**src/hw/ctis_pkg.sv**
```systemverilog
// Package of the trap and interrupt sequencer: register map, field
// positions, entry addresses and reset values.
// Assumes a 32-bit APB register bus and 16-bit instruction store addresses.
package ctis_pkg;
    // Instruction store address width
    localparam int CTIS_AW = 16;
    // Depth of the restore FIFO, one entry per pipeline stage
    localparam int CTIS_DEPTH = 3;
    // APB byte offsets
    localparam logic [7:0] CTIS_OFF_CTRL = 8'h00;
    localparam logic [7:0] CTIS_OFF_STATUS = 8'h04;
    localparam logic [7:0] CTIS_OFF_CLEAR = 8'h08;
    localparam logic [7:0] CTIS_OFF_ENABLE = 8'h0C;
    localparam logic [7:0] CTIS_OFF_RECV = 8'h10;
    // Control array one bit positions
    localparam int CTIS_NIE_BIT = 10;
    localparam int CTIS_TIND_BIT = 11;
    localparam int CTIS_FROZEN_BIT = 0;
    // Event bits of status, clear and enable registers
    localparam int CTIS_EV_TRAP = 0;
    localparam int CTIS_EV_INT = 1;
    localparam int CTIS_EV_RESTORE = 2;
    localparam int CTIS_NUM_EV = 3;
    // Entry addresses forced into the control register
    localparam logic [15:0] CTIS_TRAP_ENTRY = 16'h0000;
    localparam logic [15:0] CTIS_INT_ENTRY = 16'h0002;
    // Internal register that reads the restore FIFO
    localparam logic [6:0] CTIS_IRU_RESTORE = 7'h08;
    // Scratch-pad pseudo external registers, 32 to 38
    localparam logic [6:0] CTIS_SPAD_LO = 7'h20;
    localparam logic [6:0] CTIS_SPAD_HI = 7'h26;
    // Reset values
    localparam logic CTIS_NIE_RST = 1'b0;
    localparam logic CTIS_TIND_RST = 1'b0;
    localparam logic [2:0] CTIS_EN_RST = 3'h0;
    // Restore step counter
    typedef enum logic [1:0] {
        CTIS_STEP0 = 2'b00,
        CTIS_STEP1 = 2'b01,
        CTIS_STEP2 = 2'b10
    } ctis_step_t;
endpackage

```
**src/hw/ctis_fifo_if.sv**
```systemverilog
// Interface between the sequencer and its restore FIFO storage.
// Assumes both ends run on the same clock.
`timescale 1ns/100ps
`default_nettype none
interface ctis_fifo_if;
    // High while the FIFO follows the pipeline
    logic capture;
    // Live pipeline addresses: 0 execute, 1 interpret, 2 fetch
    logic [ctis_pkg::CTIS_AW-1:0] live [ctis_pkg::CTIS_DEPTH];
    // Addresses held by the FIFO
    logic [ctis_pkg::CTIS_AW-1:0] held [ctis_pkg::CTIS_DEPTH];
    modport ctl (output capture, output live, input held);
    modport store (input capture, input live, output held);
endinterface
`default_nettype wire

```
**src/hw/ctis_sync2.sv**
```systemverilog
// Two flip-flop synchroniser for asynchronous pin levels.
// Assumes the pins are slow levels; pulses shorter than a clock may be lost.
`timescale 1ns/100ps
`default_nettype none
module ctis_sync2 #(
    parameter int W = 1,
    parameter logic [W-1:0] RST_VAL = '1
) (
    input wire logic sys_clk,
    input wire logic arst_n,
    input wire logic [W-1:0] d,
    output logic [W-1:0] q
);
    // First stage, read only by the second
    logic [W-1:0] meta;

    // Both stages preset to the idle level
    always_ff @(posedge sys_clk or negedge arst_n)
    begin
        if (!arst_n)
        begin
            meta <= RST_VAL;
            q <= RST_VAL;
        end
        else
        begin
            meta <= d;
            q <= meta;
        end
    end
endmodule // ctis_sync2
`default_nettype wire

```
**src/hw/ctis_restore_fifo.sv**
```systemverilog
// Restore FIFO storage: follows the pipeline addresses while capture is
// high and holds them while it is low.
// Assumes the sequencer drives capture and indexes the held entries.
`timescale 1ns/100ps
`default_nettype none
module ctis_restore_fifo (
    input wire logic sys_clk,
    input wire logic arst_n,
    ctis_fifo_if.store fif
);
    // Clock gating modelled as a load enable on the entries
    always_ff @(posedge sys_clk or negedge arst_n)
    begin
        if (!arst_n)
        begin
            for (int i = 0; i < ctis_pkg::CTIS_DEPTH; i++)
                fif.held[i] <= '0;
        end
        else if (fif.capture)
        begin
            for (int i = 0; i < ctis_pkg::CTIS_DEPTH; i++)
                fif.held[i] <= fif.live[i];
        end
    end
endmodule // ctis_restore_fifo
`default_nettype wire

```
**src/hw/ctis_sequencer.sv**
```systemverilog
// Trap and interrupt sequencer of the processor, with APB status port.
// Assumes pipeline strobes are one-cycle pulses on sys_clk; trap and
// interrupt pins are asynchronous and active low.
// How it works
// RULE1: Trap with indicator clear jumps to 0000.
// RULE2: Trap sets indicator, leaves interrupt enable alone.
// RULE3: Trap keeps execute, flushes fetch/interpret, halts.
// RULE4: Qualified interrupt jumps to 0002, clears enable.
// RULE5: Simultaneous trap beats interrupt.
// RULE6: Taking either freezes the restore FIFO.
// RULE7: FIFO holds three addresses, read via register 08.
// RULE8: Each restore loads one saved address.
// RULE9: Third restore with pending event keeps FIFO frozen.
// RULE10: Restore clears indicator, sets enable, then re-evaluates.
// RULE11: Scratch-pad accesses are memory transfers, select deasserted.
// RULE12: Scratch-pad transfer-in launches read; receive captures data.
// RULE13: Pins pass a two-stage synchroniser first.
//
// Our own choices: the address map and the APB interface to the registers.
`timescale 1ns/100ps
`default_nettype none
module ctis_sequencer (
    input wire logic sys_clk,
    input wire logic arst_n,
    input wire logic trap_n_pin,
    input wire logic int_n_pin,
    input wire logic [15:0] pipe_exec_addr,
    input wire logic [15:0] pipe_interp_addr,
    input wire logic [15:0] pipe_fetch_addr,
    input wire logic interp_interruptible,
    input wire logic restore_return_op,
    input wire logic transfer_in_internal_op,
    input wire logic [6:0] iru_addr,
    input wire logic transfer_in_external_op,
    input wire logic [6:0] ext_unit_addr,
    input wire logic receive_op,
    input wire logic [31:0] proc_mem_bus_rdata,
    output logic cr_load,
    output logic [15:0] cr_load_addr,
    output logic pipe_flush,
    output logic pipe_halt,
    output logic [15:0] restore_fifo_port,
    output logic restore_fifo_valid,
    output logic mem_read_start,
    output logic ext_reg_select,
    output logic [6:0] ext_reg_addr,
    output logic [31:0] receive_data,
    output logic trap_indicator,
    output logic normal_int_enable,
    output logic irq,
    input wire logic psel,
    input wire logic penable,
    input wire logic pwrite,
    input wire logic [7:0] paddr,
    input wire logic [31:0] pwdata,
    output logic [31:0] prdata,
    output logic pready,
    output logic pslverr
);
    // Synchronised pin levels, still active low
    logic trap_n_s;
    logic int_n_s;
    // Restore FIFO link
    ctis_fifo_if fif ();
    // FIFO frozen flag
    logic frozen;
    // Restore step and transfer-in read index
    ctis_pkg::ctis_step_t ret_step;
    logic [1:0] rd_idx;
    // Event status and enables
    logic [2:0] ev_status;
    logic [2:0] ev_enable;
    // One trap cycle delayed, for the halt step
    logic flush_d;

    // Pins pass two flops before any decision
    ctis_sync2 #(.W(2), .RST_VAL(2'h3)) u_sync ( // RULE13
        .sys_clk(sys_clk),
        .arst_n(arst_n),
        .d({trap_n_pin, int_n_pin}),
        .q({trap_n_s, int_n_s})
    );

    // FIFO storage
    ctis_restore_fifo u_fifo (
        .sys_clk(sys_clk),
        .arst_n(arst_n),
        .fif(fif)
    );

    // Live pipeline addresses and the capture enable
    assign fif.live[0] = pipe_exec_addr; // RULE7
    assign fif.live[1] = pipe_interp_addr;
    assign fif.live[2] = pipe_fetch_addr;
    assign fif.capture = !frozen; // RULE6

    // Recognition terms; a restore lifts the indicator for one look
    logic trap_req;
    logic int_req;
    logic gate_open;
    logic take_trap;
    logic take_int;
    logic third_ret;
    assign trap_req = !trap_n_s;
    assign int_req = !int_n_s;
    assign gate_open = !trap_indicator || restore_return_op; // RULE10
    assign take_trap = trap_req && gate_open; // RULE1
    assign take_int = int_req && gate_open && !take_trap // RULE5
        && (normal_int_enable || restore_return_op) && interp_interruptible; // RULE4
    assign third_ret = restore_return_op && (ret_step == ctis_pkg::CTIS_STEP2);

    // APB strobes: one wait state so read data comes from a flop
    logic acc;
    logic wr_go;
    logic rd_go;
    logic mapped;
    assign acc = psel && penable;
    assign wr_go = acc && pready && pwrite;
    assign rd_go = acc && !pready && !pwrite;
    always_comb
    begin
        case (paddr)
            ctis_pkg::CTIS_OFF_CTRL,
            ctis_pkg::CTIS_OFF_STATUS,
            ctis_pkg::CTIS_OFF_CLEAR,
            ctis_pkg::CTIS_OFF_ENABLE,
            ctis_pkg::CTIS_OFF_RECV: mapped = 1'b1;
            default: mapped = 1'b0;
        endcase
    end

    // Trap indicator: set on trap, cleared by restore then re-set
    always_ff @(posedge sys_clk or negedge arst_n)
    begin
        if (!arst_n)
            trap_indicator <= ctis_pkg::CTIS_TIND_RST;
        else if (take_trap)
            trap_indicator <= 1'b1; // RULE2
        else if (restore_return_op)
            trap_indicator <= 1'b0; // RULE10
    end

    // Interrupt enable: hardware wins over a software write
    always_ff @(posedge sys_clk or negedge arst_n)
    begin
        if (!arst_n)
            normal_int_enable <= ctis_pkg::CTIS_NIE_RST;
        else if (restore_return_op)
            normal_int_enable <= !int_req; // RULE10
        else if (take_int)
            normal_int_enable <= 1'b0; // RULE4
        else if (wr_go && paddr == ctis_pkg::CTIS_OFF_CTRL)
            normal_int_enable <= pwdata[ctis_pkg::CTIS_NIE_BIT];
        // Trap leaves it untouched
    end

    // Control register load: entry address or saved address
    always_ff @(posedge sys_clk or negedge arst_n)
    begin
        if (!arst_n)
        begin
            cr_load <= 1'b0;
            cr_load_addr <= '0;
        end
        else if (take_trap)
        begin
            cr_load <= 1'b1;
            cr_load_addr <= ctis_pkg::CTIS_TRAP_ENTRY; // RULE1
        end
        else if (take_int)
        begin
            cr_load <= 1'b1;
            cr_load_addr <= ctis_pkg::CTIS_INT_ENTRY; // RULE4
        end
        else if (restore_return_op)
        begin
            // Oldest stage first: execute, interpret, fetch
            cr_load <= 1'b1;
            cr_load_addr <= fif.held[ret_step]; // RULE8
        end
        else
            cr_load <= 1'b0;
    end

    // Pipeline control on a trap: flush, advance once, then halt
    always_ff @(posedge sys_clk or negedge arst_n)
    begin
        if (!arst_n)
        begin
            pipe_flush <= 1'b0;
            flush_d <= 1'b0;
            pipe_halt <= 1'b0;
        end
        else
        begin
            pipe_flush <= take_trap; // RULE3
            flush_d <= pipe_flush;
            if (flush_d)
                pipe_halt <= 1'b1; // RULE3
            else if (restore_return_op)
                pipe_halt <= 1'b0;
        end
    end

    // Freeze and restart of the restore FIFO
    always_ff @(posedge sys_clk or negedge arst_n)
    begin
        if (!arst_n)
            frozen <= 1'b0;
        else if (take_trap || take_int)
            frozen <= 1'b1; // RULE6 RULE9
        else if (third_ret)
            frozen <= 1'b0; // RULE8
    end

    // Restore step counter, wraps after the third restore
    always_ff @(posedge sys_clk or negedge arst_n)
    begin
        if (!arst_n)
            ret_step <= ctis_pkg::CTIS_STEP0;
        else if (restore_return_op)
        begin
            case (ret_step)
                ctis_pkg::CTIS_STEP0: ret_step <= ctis_pkg::CTIS_STEP1;
                ctis_pkg::CTIS_STEP1: ret_step <= ctis_pkg::CTIS_STEP2;
                ctis_pkg::CTIS_STEP2: ret_step <= ctis_pkg::CTIS_STEP0;
                default: ret_step <= ctis_pkg::CTIS_STEP0;
            endcase
        end
    end

    // Transfer-in from internal register 08 walks the three entries
    always_ff @(posedge sys_clk or negedge arst_n)
    begin
        if (!arst_n)
        begin
            rd_idx <= 2'h0;
            restore_fifo_port <= '0;
            restore_fifo_valid <= 1'b0;
        end
        else
        begin
            restore_fifo_valid <= 1'b0;
            if (take_trap || take_int)
                rd_idx <= 2'h0;
            else if (transfer_in_internal_op && iru_addr == ctis_pkg::CTIS_IRU_RESTORE)
            begin
                restore_fifo_port <= fif.held[rd_idx]; // RULE7
                restore_fifo_valid <= 1'b1;
                rd_idx <= (rd_idx == 2'h2) ? 2'h0 : rd_idx + 2'h1;
            end
        end
    end

    // External transfer-in: scratch pad goes out as a memory read
    logic spad_hit;
    assign spad_hit = ext_unit_addr >= ctis_pkg::CTIS_SPAD_LO
        && ext_unit_addr <= ctis_pkg::CTIS_SPAD_HI;
    always_ff @(posedge sys_clk or negedge arst_n)
    begin
        if (!arst_n)
        begin
            mem_read_start <= 1'b0;
            ext_reg_select <= 1'b0;
            ext_reg_addr <= '0;
        end
        else
        begin
            mem_read_start <= transfer_in_external_op && spad_hit; // RULE12
            ext_reg_select <= transfer_in_external_op && !spad_hit; // RULE11
            if (transfer_in_external_op)
                ext_reg_addr <= ext_unit_addr;
        end
    end

    // Only a receive captures memory data, never the transfer-in
    always_ff @(posedge sys_clk or negedge arst_n)
    begin
        if (!arst_n)
            receive_data <= '0;
        else if (receive_op)
            receive_data <= proc_mem_bus_rdata; // RULE12
    end

    // Sticky events; a set in the clear cycle survives
    logic [2:0] ev_set;
    logic [2:0] ev_clr;
    assign ev_set = {third_ret, take_int, take_trap};
    assign ev_clr = (wr_go && paddr == ctis_pkg::CTIS_OFF_CLEAR) ? pwdata[2:0] : 3'h0;
    always_ff @(posedge sys_clk or negedge arst_n)
    begin
        if (!arst_n)
            ev_status <= 3'h0;
        else
            ev_status <= (ev_status & ~ev_clr) | ev_set;
    end

    // Enable register and the level interrupt
    always_ff @(posedge sys_clk or negedge arst_n)
    begin
        if (!arst_n)
        begin
            ev_enable <= ctis_pkg::CTIS_EN_RST;
            irq <= 1'b0;
        end
        else
        begin
            if (wr_go && paddr == ctis_pkg::CTIS_OFF_ENABLE)
                ev_enable <= pwdata[2:0];
            irq <= |(ev_status & ev_enable);
        end
    end

    // APB answer: pready one cycle into the access phase
    always_ff @(posedge sys_clk or negedge arst_n)
    begin
        if (!arst_n)
        begin
            pready <= 1'b0;
            pslverr <= 1'b0;
            prdata <= '0;
        end
        else
        begin
            pready <= acc && !pready;
            pslverr <= acc && !pready && !mapped;
            prdata <= '0;
            if (rd_go)
            begin
                case (paddr)
                    ctis_pkg::CTIS_OFF_CTRL:
                    begin
                        prdata[ctis_pkg::CTIS_NIE_BIT] <= normal_int_enable;
                        prdata[ctis_pkg::CTIS_TIND_BIT] <= trap_indicator;
                        prdata[ctis_pkg::CTIS_FROZEN_BIT] <= frozen;
                    end
                    ctis_pkg::CTIS_OFF_STATUS: prdata[2:0] <= ev_status;
                    ctis_pkg::CTIS_OFF_ENABLE: prdata[2:0] <= ev_enable;
                    ctis_pkg::CTIS_OFF_RECV: prdata <= receive_data;
                    default: prdata <= '0; // Clear and unmapped read zero
                endcase
            end
        end
    end
endmodule // ctis_sequencer
`default_nettype wire

```
**config.mk**
```make
export PLATFORM = sky130hd
export DESIGN_NAME = ctis_sequencer
export DESIGN_NICKNAME = d
export VERILOG_FILES = /design/src/hw/ctis_pkg.sv /design/src/hw/ctis_fifo_if.sv /design/src/hw/ctis_sync2.sv /design/src/hw/ctis_restore_fifo.sv /design/src/hw/ctis_sequencer.sv
export SDC_FILE = /design/constraint.sdc
export NUM_CORES = 1
export LEC_CHECK = 0
export BUFFER_PORTS_ARGS = -buffer_cell sky130_fd_sc_hd__buf_2
export CAP_MARGIN = 10
export CORE_UTILIZATION = 50
export DETAILED_ROUTE_END_ITERATION = 16
export GPL_ROUTABILITY_DRIVEN = 0
export PLACE_DENSITY = 0.87
export SYNTH_ARGS = -nofsm -noshare
export SYNTH_HDL_FRONTEND = slang
export SYNTH_HIERARCHICAL = 1
export SYNTH_SLANG_ARGS = --single-unit
```
**constraint.sdc**
```tcl
create_clock -name sys_clk -period 2.6 [get_ports sys_clk]
set_input_delay 0.39 -clock sys_clk [delete_from_list [all_inputs] [get_ports sys_clk]]
set_output_delay 0.39 -clock sys_clk [all_outputs]
set_load 0.02 [all_outputs]
```
==> reports/results.txt <==
Clock-pin slew was measured on the worst setup and hold paths at 70 ps. After synthesis the netlist holds a flip-flop and latch count of 178. Die outline width: 123 um.

At the worst endpoint, the arrival time is 2330 ps. The count of final max-slew check failures was 0. The slowest stage of the critical path belongs to the cell nor2b_1. The fraction of registers with async set or reset after synthesis was 1.00.

The first detailed-routing pass ran for 6 iterations. The die is 123 um tall. Leakage power summed over all cells: 0.00458 uW. The worst hold slack is 61.1 ps, and the share of the clock period used by the worst path is 0.769. The share of the yosys chip area belonging to registers was 0.606. The net count of the finished layout is 918. The worst min-delay path class is input pin to register. Type of element launching the critical path: a register. Across the VDD grid, the largest voltage drop is 0.650 mV. For this block, the initial DRC count from the detailed router was 301. Timing analysis after detailed placement gives a worst setup slack of 236 ps.

At the pin with the least slew margin, the transition time is 800 ps. The total count of hold-check failures in the final report is 0. Summing all placed instances gives a cell area of 8720 um2.

Setup repair after global routing left no endpoint under its margin. The tools report the count of H-tree levels built during CTS as 4. Yosys attributes the largest share of cell area to dfrtp_1 59%, mux2_2 16%, mux2_4 4.1%. The count of pins on the block boundary was 260; the number of CTS-inserted buffers was 17. In this run, distinct cell masters in the synthesized netlist total 41. In this run the tool buffered the top-level ports with 231 buffer cells. The smallest setup slack after layout is 600 ps, and the switching fraction of total power is 0.299.

The tools report the headroom to the max-slew limit as 0.466. Largest area contributor in the netlist: dfrtp_1. The post-detailed-placement half-perimeter wirelength is 12400 um. On the final layout, the worst clock skew is 10.0 ps. The root buffer selected by CTS was clkbuf_16. The die covers 15200 um2. The area inside the core boundary is 14100 um2. Once layout is done, the placed cells without fillers occupy 9330 um2. The number of antenna cells inserted came out at 0. Routed length per instance: 18.5 um. In this run the power spent charging and discharging nets is 2580 uW. The run gives 0.298 as the part of the total power dissipated in the clock network. The tools report the cell-internal power as 6050 uW. The proportion of layout cells with a drive suffix above 1 works out to 0.529. Synthesized instance count: 538. The routed design has 17800 um of wire. For the via count of the first global-routing pass, the log shows 5391.

The total power divided by cell area is 926 nW/um2, and the number of resized instances in the post-cts repair step is 0. The number of violations of the max-capacitance limit is 0, and the number of vias per cell is 5.42. The starting utilization of the core area is 0.522. Summing every instance area after synthesis gives 7360 um2. STA classifies the critical path endpoint as a register. The latest clock arrival within the worst-skew pair was 420 ps. The final-report setup violation count came out at 0. The cell family with the largest share of critical-path delay was simple AND/OR/NAND/NOR gates. The clock passes through at most 2 buffers. The number of placed instances, taps included, is 932. On the worst path, the slowest cell contributes a delay of 730 ps. The number of core rows is 43.

Adding up every negative setup slack in the final design gives 0 ps. Entering global routing, the biggest net connects 63 pins. The worst setup path category was register to register. The top flip-flop cell by instance count after synthesis was dfrtp_1.

For the worst setup path, the data required time is 2930 ps. For this run the aggregate overflow at the end of global routing stands at 0. The share of Yosys cell area claimed by the top area cell type works out to 0.592. After layout, the minimum clock period comes to 2000 ps. Synthesis produced a netlist with a net count of 684.

For the fraction of power consumed by sequential logic, the log shows 0.445. The routed layout has 5229 vias. The finished layout holds 964 standard cells, fillers aside.

TritonCTS built the clock tree. The initial antenna violation count is 0, and the average size of a mapped cell is 13.7 um2. Of all nets on the critical path, the largest fanout is 13.

For the count of warnings emitted by yosys, the log shows 6. For the power share of the combinational group, the log shows 0.257. The number of enable flip-flop cells after synthesis came out at 0. From synthesis to final layout, the design area changed by 26.8%. The run finished with clean final reports.

The number of design rule violations left after detail routing is 0. The total track usage is 0.245, and the upper clock frequency limit is 500 MHz. The first global-routing pass estimated 27700 um of wire.

The number of buffer and inverter stages on the critical path is 1. The detail route stage leaves a number of antenna-violating nets equal to 0. Number of sinks on the clock net: 178. Walking the worst path, the cells encountered are nor2b_1 -> buf_4 -> a221oi_1 -> nor3_1.
synthesized netlist by cell type (6+ instances only):
cell / n
dfrtp_1: 174
mux2_2: 106
and2_1: 28
nand2_1: 25
nor2_1: 23
o21ai_0: 22
mux2_4: 20
mux2i_1: 19
clkbuf_1: 18
a221oi_1: 16
nor3_1: 15
buf_1: 6
inv_1: 6
final timing paths:
check | from | to | slack, ps | cells after the start
max in group asynchronous | arst_n | u_sync/q[0] | 1370 | 3
min in group asynchronous | arst_n | u_fifo/fif.held[8] | 480 | 2
worst max-delay path | ret_step[1] | cr_load_addr[14] | 600 | 4
worst min-delay path | int_n_pin | u_sync/meta[0] | 60 | 1
worst max register to register | ret_step[1] | cr_load_addr[14] | 600 | 4
worst min register to register | u_sync/meta[1] | u_sync/q[1] | 370 | 0
per-layer routing:
layer	global-route usage	up-vias	wire (um)
li1	-	2378	-
met1	0.306	2607	7140
met2	0.399	202	9030
met3	0.0572	42	1080
met4	0.125	0	555
met5	0	-	0
registers in the layout, summed over array words and instances, names as in the netlist, 2 cells and up:
register           count
restore_fifo_port     16
ev_enable              3
prdata                32
u_sync/meta            2
receive_data          32
u_fifo/fif.held       48
cr_load_addr          16
rd_idx                 2
ev_status              3
ext_reg_addr           7
u_sync/q               2
ret_step               2
power by group through the flow:
stage | clock (uW) | combinational, uW | sequential [uW]
detailed placement | 0 | 2180 | 3860
global route | 2720 | 2380 | 3920
global placement | 0 | 2100 | 3830
CTS | 2630 | 2210 | 3830
finish | 2580 | 2220 | 3840
floorplan | 0 | 1400 | 3910
cells by family after synthesis:
kind of cell	Yosys count	share of synthesized area
compound gates	56	0.0522
buf+inv	41	0.0272
flops	178	0.606
mux	145	0.229
simple gates	118	0.0855
final cells by class:
| class | instances | area [um2] |
|---|---|---|
| fillers | 1052 | 4770 |
| multi-input cells | 319 | 2700 |
| clock buffers | 19 | 433 |
| well taps | 180 | 225 |
| repair buffers | 249 | 1330 |
| flip-flops and latches | 178 | 4460 |
| inverters | 7 | 26.3 |
| clock inverters | 12 | 159 |
stage by stage:
step                       util  total power (uW)
final                     0.662              8630
after global routing      0.662              9020
after CTS                 0.662              8680
after detailed placement  0.619              6050
after global placement    0.619              5940
after floorplan               -              5310
cells in the final DEF, fill, tap and decap left out, types with 15 or more instances in the layout:
cell	instances
mux2_2	106
dfrtp_1	174
nor3_1	15
buf_2	230
o21ai_0	22
and2_1	28
nand2_1	25
nor2_1	23
mux2i_1	19
a221oi_1	16
clkbuf_16	17
buf_4	15
mux2_4	20
timing repair:
action / 4_1_cts / 5_1_grt
hold endpoints to repair: 44 / 0
hold buffers: 1 / 0
buffers inserted: 0 / 0
Note: power is estimated with default switching activity, not from simulation.
